File: src/design/ghp_regs.svh
// Constants of the graphics host port
`ifndef GHP_REGS_SVH
`define GHP_REGS_SVH
// Contract
// - Reset stops video and refresh, selects 16-bit bus, leaves program mode, empties FIFOs.
// - Writing internal register 27 resets likewise but leaves video timing untouched.
// - Port select and strobes decode into four write and four read functions.
// - Instruction write into a full queue is silently dropped.
// - Instruction words queue in write order and leave in that order.
// - Status bit 14 and its pin are high while the instruction queue has room.
// - Only a reset can flush the instruction queue.
// - Status reads never disturb the engine or its state.
// - Block input write into a full queue is silently dropped.
// - During block input, bit 15 and pin high only with room for two words.
// - Block output read returns next of four words; empty gives undefined data.
// - During block output, bit 15 and pin high only with two words waiting.
// - Index write selects the internal register and does nothing else.
// - Index read returns the last index written, without side effect.
// - Data write stores into the register the index selects.
// - Data read returns readable register contents, else undefined data.
// - Status bit 0 is high when any enabled request is latched.
// - Status bits 1 to 9 show the nine latched requests in order.
// - Status bit 10 shows the live idle state.
// - Bit 11 mirrors the sync reset pin, 14 and 15 the flow pins, 12 undefined.
// - Bit 13 sets on a pick hit while picking, clears on acknowledge bit 9.
// - Acknowledge clears a request only when its condition is gone.
// - In 8-bit mode each register access takes two byte transfers on lines 7-0.
`define GHP_IDX_RESET   6'h1b
`define GHP_IDX_IEN     6'h10
`define GHP_IDX_IACK    6'h11
`define GHP_IDX_CTRL    6'h12
`define GHP_IDX_BUSW    6'h13
`define GHP_IDX_BORD    6'h14
`define GHP_IFIFO_DEPTH 8
`define GHP_BIF_DEPTH   4
`define GHP_BOF_DEPTH   4
`define GHP_XFER_MIN    3'h2
`define GHP_ACK_PICK    9
`define GHP_IEN_RESET   9'h000
`define GHP_CTRL_RESET  4'h0
`endif

File: src/design/ghp_pkg.sv
// Types of the graphics host port
package ghp_pkg;
  typedef enum logic [1:0] {
    GHP_SEL_QUEUE = 2'b00,
    GHP_SEL_BLOCK = 2'b01,
    GHP_SEL_INDEX = 2'b10,
    GHP_SEL_DATA  = 2'b11
  } ghp_sel_type;
  typedef struct packed {
    ghp_sel_type sel;
    logic        rd;
    logic        wr;
    logic [15:0] data;
  } ghp_bus_type;
  typedef struct packed {
    logic progMode;
    logic memRefresh;
    logic videoRefresh;
    logic videoTiming;
  } ghp_ctrl_type;
endpackage

File: src/design/ghp_host_port.sv
// Host port with register file and three queues
`timescale 1ns/1ns
`include "ghp_regs.svh"
module ghp_fifo #(
  parameter int DEPTH = 4
) (
  // Clock and reset
  input  wire logic                       clk,
  input  wire logic                       reset,
  input  wire logic                       flush,
  // Fill side
  input  wire logic                       push,
  input  wire logic [15:0]                pushData,
  // Drain side
  input  wire logic                       pop,
  output logic      [15:0]                head,
  output logic      [$clog2(DEPTH):0]     count
);
  localparam int AW = $clog2(DEPTH);
  logic [15:0]   mem [DEPTH];
  logic [AW-1:0] wrPtr_r;
  logic [AW-1:0] rdPtr_r;
  logic [AW:0]   count_r;
  logic          doPush;
  logic          doPop;

  // Full queue drops the word; empty queue ignores the pop
  assign doPush = push && (count_r != (AW+1)'(DEPTH));
  assign doPop  = pop && (count_r != '0);
  assign head   = mem[rdPtr_r];
  assign count  = count_r;

  always_ff @(posedge clk) begin
    if (doPush) begin
      mem[wrPtr_r] <= pushData;
    end
  end

  always_ff @(posedge clk or posedge reset) begin
    if (reset) begin
      wrPtr_r <= '0;
      rdPtr_r <= '0;
      count_r <= '0;
    end else if (flush) begin
      wrPtr_r <= '0;
      rdPtr_r <= '0;
      count_r <= '0;
    end else begin
      if (doPush) begin
        wrPtr_r <= wrPtr_r + 1'b1;
      end
      if (doPop) begin
        rdPtr_r <= rdPtr_r + 1'b1;
      end
      if (doPush && !doPop) begin
        count_r <= count_r + 1'b1;
      end else if (doPop && !doPush) begin
        count_r <= count_r - 1'b1;
      end
    end
  end
endmodule // ghp_fifo

module ghp_host_port (
  // Clock and reset
  input  wire logic                clk,
  input  wire logic                reset,
  // Host pins
  input  wire logic                portSelHi,
  input  wire logic                portSelLo,
  input  wire logic                rdStrobe,
  input  wire logic                wrStrobe,
  input  wire logic [15:0]         hostDataIn,
  output logic      [15:0]         hostDataOut,
  output logic                     hostDataOe,
  // Flow pins
  output logic                     instrRoomFlag,
  output logic                     blockXferRequest,
  // Instruction queue to engine
  input  wire logic                instrPop,
  output logic      [15:0]         instrWord,
  output logic                     instrValid,
  // Block queues
  input  wire logic                blockInActive,
  input  wire logic                blockInPop,
  output logic      [15:0]         blockInWord,
  output logic                     blockInValid,
  input  wire logic                blockOutActive,
  input  wire logic                blockOutPush,
  input  wire logic [15:0]         blockOutData,
  output logic                     blockOutRoom,
  // Engine conditions
  input  wire logic [8:0]          condLevel,
  input  wire logic                pickHit,
  input  wire logic                pickEnable,
  input  wire logic                horizSyncResetPin,
  // Engine controls
  output logic                     regWrStrobe,
  output logic      [5:0]          regWrIndex,
  output logic      [15:0]         regWrData,
  output ghp_pkg::ghp_ctrl_type    ctrl,
  output logic                     coreReset,
  output logic                     byteMode
);
  import ghp_pkg::*;

  ghp_bus_type  busMeta_r;
  ghp_bus_type  bus_r;
  ghp_bus_type  busPrev_r;
  logic         hsMeta_r;
  logic         hs_r;
  logic [15:0]  index_r;
  logic [8:0]   ien_r;
  logic [8:0]   latch_r;
  logic         pick_r;
  logic         byteOrder_r;
  logic         phase_r;
  logic [7:0]   holdByte_r;
  logic [15:0]  regMem [64];
  logic         rdEdge;
  logic         wrEdge;
  logic         regWr;
  logic [15:0]  wrWord;
  logic [5:0]   idx;
  logic [15:0]  regWord;
  logic [15:0]  readWord;
  logic [15:0]  statusWord;
  logic [8:0]   condAll;
  logic [8:0]   ackClr;
  logic         pickAck;
  logic [15:0]  iHead;
  logic [15:0]  biHead;
  logic [15:0]  boHead;
  logic [3:0]   iCount;
  logic [2:0]   biCount;
  logic [2:0]   boCount;

  // Pins cross into the clock domain through two flops
  always_ff @(posedge clk or posedge reset) begin
    if (reset) begin
      busMeta_r <= '0;
      bus_r     <= '0;
      busPrev_r <= '0;
      hsMeta_r  <= 1'b0;
      hs_r      <= 1'b0;
    end else begin
      busMeta_r <= '{sel: ghp_sel_type'({portSelHi, portSelLo}), rd: rdStrobe,
                     wr: wrStrobe, data: hostDataIn};
      bus_r     <= busMeta_r;
      busPrev_r <= bus_r;
      hsMeta_r  <= horizSyncResetPin;
      hs_r      <= hsMeta_r;
    end
  end

  // One access per strobe, taken at its leading edge
  assign rdEdge = bus_r.rd && !busPrev_r.rd;
  assign wrEdge = bus_r.wr && !busPrev_r.wr;
  assign idx    = index_r[5:0];

  // Narrow bus pairs two bytes into one register word
  assign wrWord = !byteMode ? bus_r.data :
                  byteOrder_r ? {bus_r.data[7:0], holdByte_r} :
                  {holdByte_r, bus_r.data[7:0]};
  assign regWr  = wrEdge && (bus_r.sel == GHP_SEL_DATA) && (!byteMode || phase_r);

  ghp_fifo #(.DEPTH(`GHP_IFIFO_DEPTH)) instrQueue (
    .clk      (clk),
    .reset    (reset),
    .flush    (coreReset),
    .push     (wrEdge && bus_r.sel == GHP_SEL_QUEUE),
    .pushData (bus_r.data),
    .pop      (instrPop),
    .head     (iHead),
    .count    (iCount)
  );

  ghp_fifo #(.DEPTH(`GHP_BIF_DEPTH)) blockInQueue (
    .clk      (clk),
    .reset    (reset),
    .flush    (coreReset),
    .push     (wrEdge && bus_r.sel == GHP_SEL_BLOCK),
    .pushData (bus_r.data),
    .pop      (blockInPop),
    .head     (biHead),
    .count    (biCount)
  );

  ghp_fifo #(.DEPTH(`GHP_BOF_DEPTH)) blockOutQueue (
    .clk      (clk),
    .reset    (reset),
    .flush    (coreReset),
    .push     (blockOutPush),
    .pushData (blockOutData),
    .pop      (rdEdge && bus_r.sel == GHP_SEL_BLOCK),
    .head     (boHead),
    .count    (boCount)
  );

  // Engine side words are registered on each pop
  always_ff @(posedge clk or posedge reset) begin
    if (reset) begin
      instrWord    <= '0;
      instrValid   <= 1'b0;
      blockInWord  <= '0;
      blockInValid <= 1'b0;
      blockOutRoom <= 1'b0;
    end else begin
      instrValid   <= instrPop && iCount != '0 && !coreReset;
      blockInValid <= blockInPop && biCount != '0 && !coreReset;
      blockOutRoom <= boCount != 3'(`GHP_BOF_DEPTH) && !coreReset;
      if (instrPop) begin
        instrWord <= iHead;
      end
      if (blockInPop) begin
        blockInWord <= biHead;
      end
    end
  end

  // Flow pins; bit 15 follows whichever block direction runs
  always_ff @(posedge clk or posedge reset) begin
    if (reset) begin
      instrRoomFlag    <= 1'b0;
      blockXferRequest <= 1'b0;
    end else begin
      instrRoomFlag    <= iCount != 4'(`GHP_IFIFO_DEPTH);
      blockXferRequest <= (blockInActive && (3'(`GHP_BIF_DEPTH) - biCount) >= `GHP_XFER_MIN) ||
                          (blockOutActive && boCount >= `GHP_XFER_MIN);
    end
  end

  // Index register; writes have no other effect
  always_ff @(posedge clk or posedge reset) begin
    if (reset) begin
      index_r <= '0;
    end else if (wrEdge && bus_r.sel == GHP_SEL_INDEX) begin
      index_r <= bus_r.data;
    end
  end

  // Byte pairing phase, restarted by either reset
  always_ff @(posedge clk or posedge reset) begin
    if (reset) begin
      phase_r    <= 1'b0;
      holdByte_r <= '0;
    end else if (coreReset) begin
      phase_r <= 1'b0;
    end else if (byteMode && bus_r.sel == GHP_SEL_DATA && (rdEdge || wrEdge)) begin
      phase_r <= !phase_r;
      if (wrEdge && !phase_r) begin
        holdByte_r <= bus_r.data[7:0];
      end
    end
  end

  // Soft reset pulse from register 27
  always_ff @(posedge clk or posedge reset) begin
    if (reset) begin
      coreReset <= 1'b1;
    end else begin
      coreReset <= regWr && idx == `GHP_IDX_RESET;
    end
  end

  // Mode and control registers
  always_ff @(posedge clk or posedge reset) begin
    if (reset) begin
      ctrl        <= `GHP_CTRL_RESET;
      byteMode    <= 1'b0;
      byteOrder_r <= 1'b0;
      ien_r       <= `GHP_IEN_RESET;
    end else if (coreReset) begin
      ctrl        <= '{videoTiming: ctrl.videoTiming, default: 1'b0};
      byteMode    <= 1'b0;
    end else if (regWr) begin
      unique case (idx)
        `GHP_IDX_CTRL: ctrl        <= ghp_ctrl_type'(wrWord[3:0]);
        `GHP_IDX_BUSW: byteMode    <= 1'b1;
        `GHP_IDX_BORD: byteOrder_r <= wrWord[0];
        `GHP_IDX_IEN:  ien_r       <= wrWord[8:0];
        default: ;
      endcase
    end
  end

  // Plain registers land in a store and go out to the engine
  always_ff @(posedge clk) begin
    if (regWr) begin
      regMem[idx] <= wrWord;
    end
  end

  always_ff @(posedge clk or posedge reset) begin
    if (reset) begin
      regWrStrobe <= 1'b0;
      regWrIndex  <= '0;
      regWrData   <= '0;
    end else begin
      regWrStrobe <= regWr;
      if (regWr) begin
        regWrIndex <= idx;
        regWrData  <= wrWord;
      end
    end
  end

  // Set wins over acknowledge; a live condition keeps its request
  assign condAll = {condLevel[8:7], blockXferRequest, instrRoomFlag, condLevel[4:0]};
  assign ackClr  = (regWr && idx == `GHP_IDX_IACK) ? wrWord[8:0] : '0;
  assign pickAck = regWr && idx == `GHP_IDX_IACK && wrWord[`GHP_ACK_PICK];

  always_ff @(posedge clk or posedge reset) begin
    if (reset) begin
      latch_r <= '0;
      pick_r  <= 1'b0;
    end else begin
      latch_r <= (latch_r & ~(ackClr & ~condAll)) | condAll;
      pick_r  <= (pick_r && !pickAck) || (pickHit && pickEnable);
    end
  end

  // Status is built from flops and the live idle input, so reading it disturbs nothing
  assign statusWord = {blockXferRequest, instrRoomFlag, pick_r, 1'b0, hs_r, condLevel[0],
                       latch_r, |(latch_r & ien_r)};

  // Acknowledge and reset registers read as zero; control and enable read their live registers; others read back their store
  always_comb begin
    unique case (idx)
      `GHP_IDX_IACK, `GHP_IDX_RESET: regWord = '0;
      `GHP_IDX_CTRL: regWord = {12'h000, ctrl};
      `GHP_IDX_IEN:  regWord = {7'h00, ien_r};
      default:       regWord = regMem[idx];
    endcase
    if (byteMode) begin
      regWord = {8'h00, (phase_r ^ byteOrder_r) ? regWord[7:0] : regWord[15:8]};
    end
  end

  always_comb begin
    unique case (bus_r.sel)
      GHP_SEL_QUEUE: readWord = statusWord;
      GHP_SEL_BLOCK: readWord = boHead;
      GHP_SEL_INDEX: readWord = index_r;
      GHP_SEL_DATA:  readWord = regWord;
    endcase
  end

  always_ff @(posedge clk or posedge reset) begin
    if (reset) begin
      hostDataOut <= '0;
      hostDataOe  <= 1'b0;
    end else begin
      hostDataOe <= bus_r.rd;
      if (rdEdge) begin
        hostDataOut <= readWord;
      end
    end
  end

  full_drop_a: assert property (@(posedge clk) disable iff (reset)
    wrEdge && bus_r.sel == GHP_SEL_QUEUE && iCount == 4'(`GHP_IFIFO_DEPTH) && !instrPop && !coreReset
    |=> iCount == 4'(`GHP_IFIFO_DEPTH)) else $error("full instruction queue grew");
  room_flag_a: assert property (@(posedge clk) disable iff (reset)
    !$past(reset) |-> instrRoomFlag == ($past(iCount) != 4'(`GHP_IFIFO_DEPTH))) else $error("room flag wrong");
  no_flush_a: assert property (@(posedge clk) disable iff (reset)
    !coreReset |=> iCount + 4'h1 >= $past(iCount)) else $error("queue flushed without reset");
  block_req_a: assert property (@(posedge clk) disable iff (reset)
    blockXferRequest && !$past(blockOutActive) |-> $past(biCount) <= 3'h2) else $error("block request early");
  soft_reset_a: assert property (@(posedge clk) disable iff (reset)
    coreReset |=> iCount == '0 && !byteMode && ctrl.videoTiming == $past(ctrl.videoTiming))
    else $error("soft reset wrong");
  index_read_a: assert property (@(posedge clk) disable iff (reset)
    rdEdge && bus_r.sel == GHP_SEL_INDEX |=> hostDataOut == $past(index_r)) else $error("index read wrong");
  ack_keep_a: assert property (@(posedge clk) disable iff (reset)
    latch_r[0] && condAll[0] |=> latch_r[0]) else $error("live request cleared");
  pick_clear_a: assert property (@(posedge clk) disable iff (reset)
    pick_r && !pickAck |=> pick_r) else $error("pick flag lost");
  status_mirror_a: assert property (@(posedge clk) disable iff (reset)
    rdEdge && bus_r.sel == GHP_SEL_QUEUE |=> hostDataOut[15:14] == $past({blockXferRequest, instrRoomFlag}))
    else $error("status flow bits wrong");
endmodule // ghp_host_port

File: config.mk
export PLATFORM = sky130hd
export DESIGN_NAME = ghp_host_port
export DESIGN_NICKNAME = d
export VERILOG_FILES = /design/src/design/ghp_pkg.sv /design/src/design/ghp_host_port.sv
export VERILOG_INCLUDE_DIRS = /design/src /design/src/design
export SDC_FILE = /design/constraint.sdc
export NUM_CORES = 2
export LEC_CHECK = 0
export ABC_CLOCK_PERIOD_IN_PS = 6350
export BUFFER_PORTS_ARGS = -buffer_cell sky130_fd_sc_hd__buf_2
export CORE_MARGIN = 4
export CORE_UTILIZATION = 47
export DETAILED_ROUTE_END_ITERATION = 8
export GPL_TIMING_DRIVEN = 1
export PLACE_DENSITY = 0.61
export SLEW_MARGIN = 10
export SYNTH_ARGS = -nofsm -noshare
export SYNTH_HDL_FRONTEND = slang
export SYNTH_SLANG_ARGS = --single-unit
File: constraint.sdc
create_clock -name clk -period 6.35 [get_ports clk]
set_input_delay 0 -clock clk [delete_from_list [all_inputs] [get_ports clk]]
set_output_delay 0 -clock clk [all_outputs]
set_load 0.05 [all_outputs]
==> results.cfg <==
[drt]
drt_pass1_iterations = 6
wire_per_inst_um = 31.3
drc = 0
viasPerCell = 6.25
drt_iter0_drc = 4572
ant_nets = 0
postRouteWirelength_um = 167000
num_vias = 33322

[pwr]
peakVddDrop_uv = 303
leakagePower_uw = 0.0218
power_uw = 24800
p_per_area_nw_per_um2 = 380

[synthesis]
synthArstFlopShare_pct = 13.2
netlist.top_cell.by_area = edfxtp_1
syn-cell-area_um2 = 56700
synth_edf_count = 1280
synth_cell_types = 82
ys.flop_type = edfxtp_1
synth-simple-area-share_pct = 3.85
synth_area_per_cell_um2 = 17.3
synth_top_family_by_area = compound AO/OA/AOI/OAI gates
synth_fa_ha_area_share_pct = 0.459
synth_seq_cells = 1475
muxShareOfSynthArea_pct = 7.50
ys_warn_count = 0
synth_area_leaders = edfxtp_1 68%, dfrtp_1 8.6%, mux4_2 3.5%, a22oi_1 2.6%, mux2_2 2.1%
yosysMostFrequentCell = edfxtp_1
synth_top_area_share_pct = 67.8
ys_seq_area_share_pct = 76.4
syn_inst = 3273
synth-compound-area-share_pct = 9.30
synth_xor_area_share_pct = 0.309
ys_top_cells_by_count = 1280 x edfxtp_1, 198 x a22oi_1, 194 x dfrtp_1, 190 x nor2_1, 144 x nand2_1
synth_nets = 3347

[clock_tree]
clk_path_buf_depth = 3
htreeDepth = 4
postCtsSetupRepairBufs = 0
hold_buffers = 98
cts_tree = done
numCtsBuffers = 148
cts_resized = 0
clock_sinks = 1475
insertion_delay_ns = 0.79
clockRootBuffer = clkbuf_16
path_clk_slew_ns = 0.06

[grt]
grt_max_degree = 128
grt_pass1_vias = 33189
grt_pass1_wl_um = 239000
grt_usage_pct = 26.3
antenna_found_initial = 6
grt.overflow.total = 0

[timing]
maxSlewHeadroom_pct = 17.5
fin_skew_ns = 0.0314
rsz0062_at_grt = no
worst_slew_pin_slew_ns = 1.24
drv_slew = 0
period_minus_slack_ns = 4.55
fmax_mhz = 220
holdWs_ns = -0.0500
final-hold-violation-count = 22
tns_ns = 0
finalCritPeriodShare_pct = 71.6
finalSetupViolations = 0

[final_layout]
layout.nets = 3681
final.fill_count = 9470
seq_area_um2 = 43300
syn_to_final_growth_pct = 15.3
multi_input_area_um2 = 12300
antenna_cells = 0
drive_gt1_share_pct = 20.2

[critical_path]
critPathSlowestCell = dfrtp_4
crit_chain = buf_4 > and3_2 > buf_4 > a22oi_1 > a31oi_1 > nor3_1 > a22oi_1 > a21oi_1 > o22ai_1
critPathCaptureType = flip-flop
rr_startpoint = index_r[2]$_DFFE_PP0P_
crit_required_ns = 7.03
r2r_slack_ns = 1.80
crit_type = reg2reg
cpPeakStageDelay_ns = 0.96
r2r_cells = 9
critPathLaunchType = flip-flop
crit_arrival_ns = 5.23
path_max_fanout = 48
reg2reg_to = hostDataOut[15]$_DFFE_PP0P_

[floorplan]
io_pins = 138
core_um2 = 120000
die_h_um = 355
dieArea_um2 = 126000
start_util_pct = 47.3
num_rows = 127
die_w_um = 355

[outcome]
status = complete, but fails checks
failed_checks = negative hold slack

[placed_design]
gp_congestion = 0.932
dpl.hpwl_um = 99300
io_buffers = 135

[job]
maxCapViolCount = 0

[hold_path]
hold_path_class = in2async
routing by layer:
metal  GRT usage, %  vias up  wire length (um)
li1               -    13818                 -
met1           35.4    17291             64900
met2           41.7     1822             78700
met3           5.88      389             15900
met4           11.1        2              7320
met5              0        -                 9
kinds of logic (layout without fill, tap and decap cells):
kind of cell             Yosys count  in the layout
XOR/XNOR                          20             20
AND/OR/NAND/NOR                  479            479
adder cells (fa/ha/maj)           19             19
multiplexers                     302            302
AO/OA/AOI/OAI                    731            731
buffers and inverters            247            697
flip-flops                      1475           1475
per-stage QoR:
step / area, um2 / std cells / hold slack [ns] / util (%) / setup slack (ns)
after global placement: 59700 / 4971 / 0.108 / 49.9 / 2.06
after global routing: 65300 / 5335 / 0.0396 / 54.5 / 1.72
after CTS: 65300 / 5335 / 0.00782 / 54.5 / 2.00
after detailed placement: 59700 / 4971 / 0.109 / 49.9 / 2.05
after floorplan: 56700 / 3273 / 0.0314 / - / 1.04
final: 65300 / 5335 / -0.0500 / 54.5 / 1.80
cell usage in the layout, fill, tap and decap left out, types with 8 or more instances in the layout:
cell type,n
clkinv_2,16
a31oi_1,28
dlygate4sd3_1,98
and2_1,14
a41oi_1,21
mux2_2,108
buf_4,158
buf_2,135
mux4_2,87
dfrtp_1,190
a21oi_1,100
and3_1,10
clkinv_1,33
clkbuf_8,8
o21ai_0,97
nor3_1,23
edfxtp_1,1280
xnor2_1,14
o22ai_1,33
a222oi_1,8
a221oi_1,113
nand4_1,8
nor2_1,188
clkbuf_1,42
a22oi_1,198
mux2i_1,105
o221ai_1,10
nand3_1,16
ha_1,16
inv_1,18
clkbuf_16,155
a22o_1,21
nand2b_1,19
o2bb2ai_1,10
nand2_1,144
a221o_1,26
a211oi_1,10
inv_2,14
registers in the layout, summed over array words and instances, names as in the netlist, 3 cells and up:
register / cells
ctrl: 4
holdByte_r: 8
blockOutQueue.mem: 64
instrQueue.rdPtr_r: 3
latch_r: 9
regWrIndex: 6
regWrData: 16
blockInQueue.count: 3
instrWord: 16
instrQueue.wrPtr_r: 3
instrQueue.count: 4
busMeta_r: 20
instrQueue.mem: 128
regMem: 1024
index_r: 16
blockInQueue.mem: 64
blockOutQueue.count: 3
ien_r: 9
bus_r: 20
blockInWord: 16
hostDataOut: 16
critical path: cells and delay by family, from the launching register on:
kind                   cells  cell delay, ns
AOI/OAI and AO/OA          5            1.49
DFF                        1            0.96
buffers and inverters      2            0.88
and+or+nand+nor            2            1.05
report_power, final:
| group | internal [uW] | switching [uW] | leakage, uW |
|---|---|---|---|
| clock | 4770 | 3590 | 0.00225 |
| sequential | 11000 | 501 | 0.0138 |
| combinational | 1630 | 3270 | 0.00573 |
how the worst max path moves through the flow:
stage	endpoint	cells after the start	slack (ns)	start
2_1_floorplan	blockInQueue.count[0]$_DFFE_PP0P_	1	1.04	reset
3_3_place_gp	hostDataOut[15]$_DFFE_PP0P_	9	2.06	index_r[2]$_DFFE_PP0P_
3_5_place_dp	hostDataOut[15]$_DFFE_PP0P_	9	2.05	index_r[2]$_DFFE_PP0P_
4_1_cts	hostDataOut[15]$_DFFE_PP0P_	9	2.00	index_r[2]$_DFFE_PP0P_
5_1_grt	hostDataOut[15]$_DFFE_PP0P_	9	1.72	index_r[2]$_DFFE_PP0P_
6_report	hostDataOut[15]$_DFFE_PP0P_	9	1.80	index_r[2]$_DFFE_PP0P_
final cells by class:
| type | instances | area share [%] |
|---|---|---|
| sequential | 1475 | 66.3 |
| multi-input combinational | 1551 | 18.8 |
| clock buffer | 205 | 6.35 |
| timing repair buffer | 395 | 4.47 |
| tap | 1612 | 3.09 |
| clock inverter | 61 | 0.733 |
| inverter | 36 | 0.218 |
No activity file was read; power rests on OpenSTA's default activity.
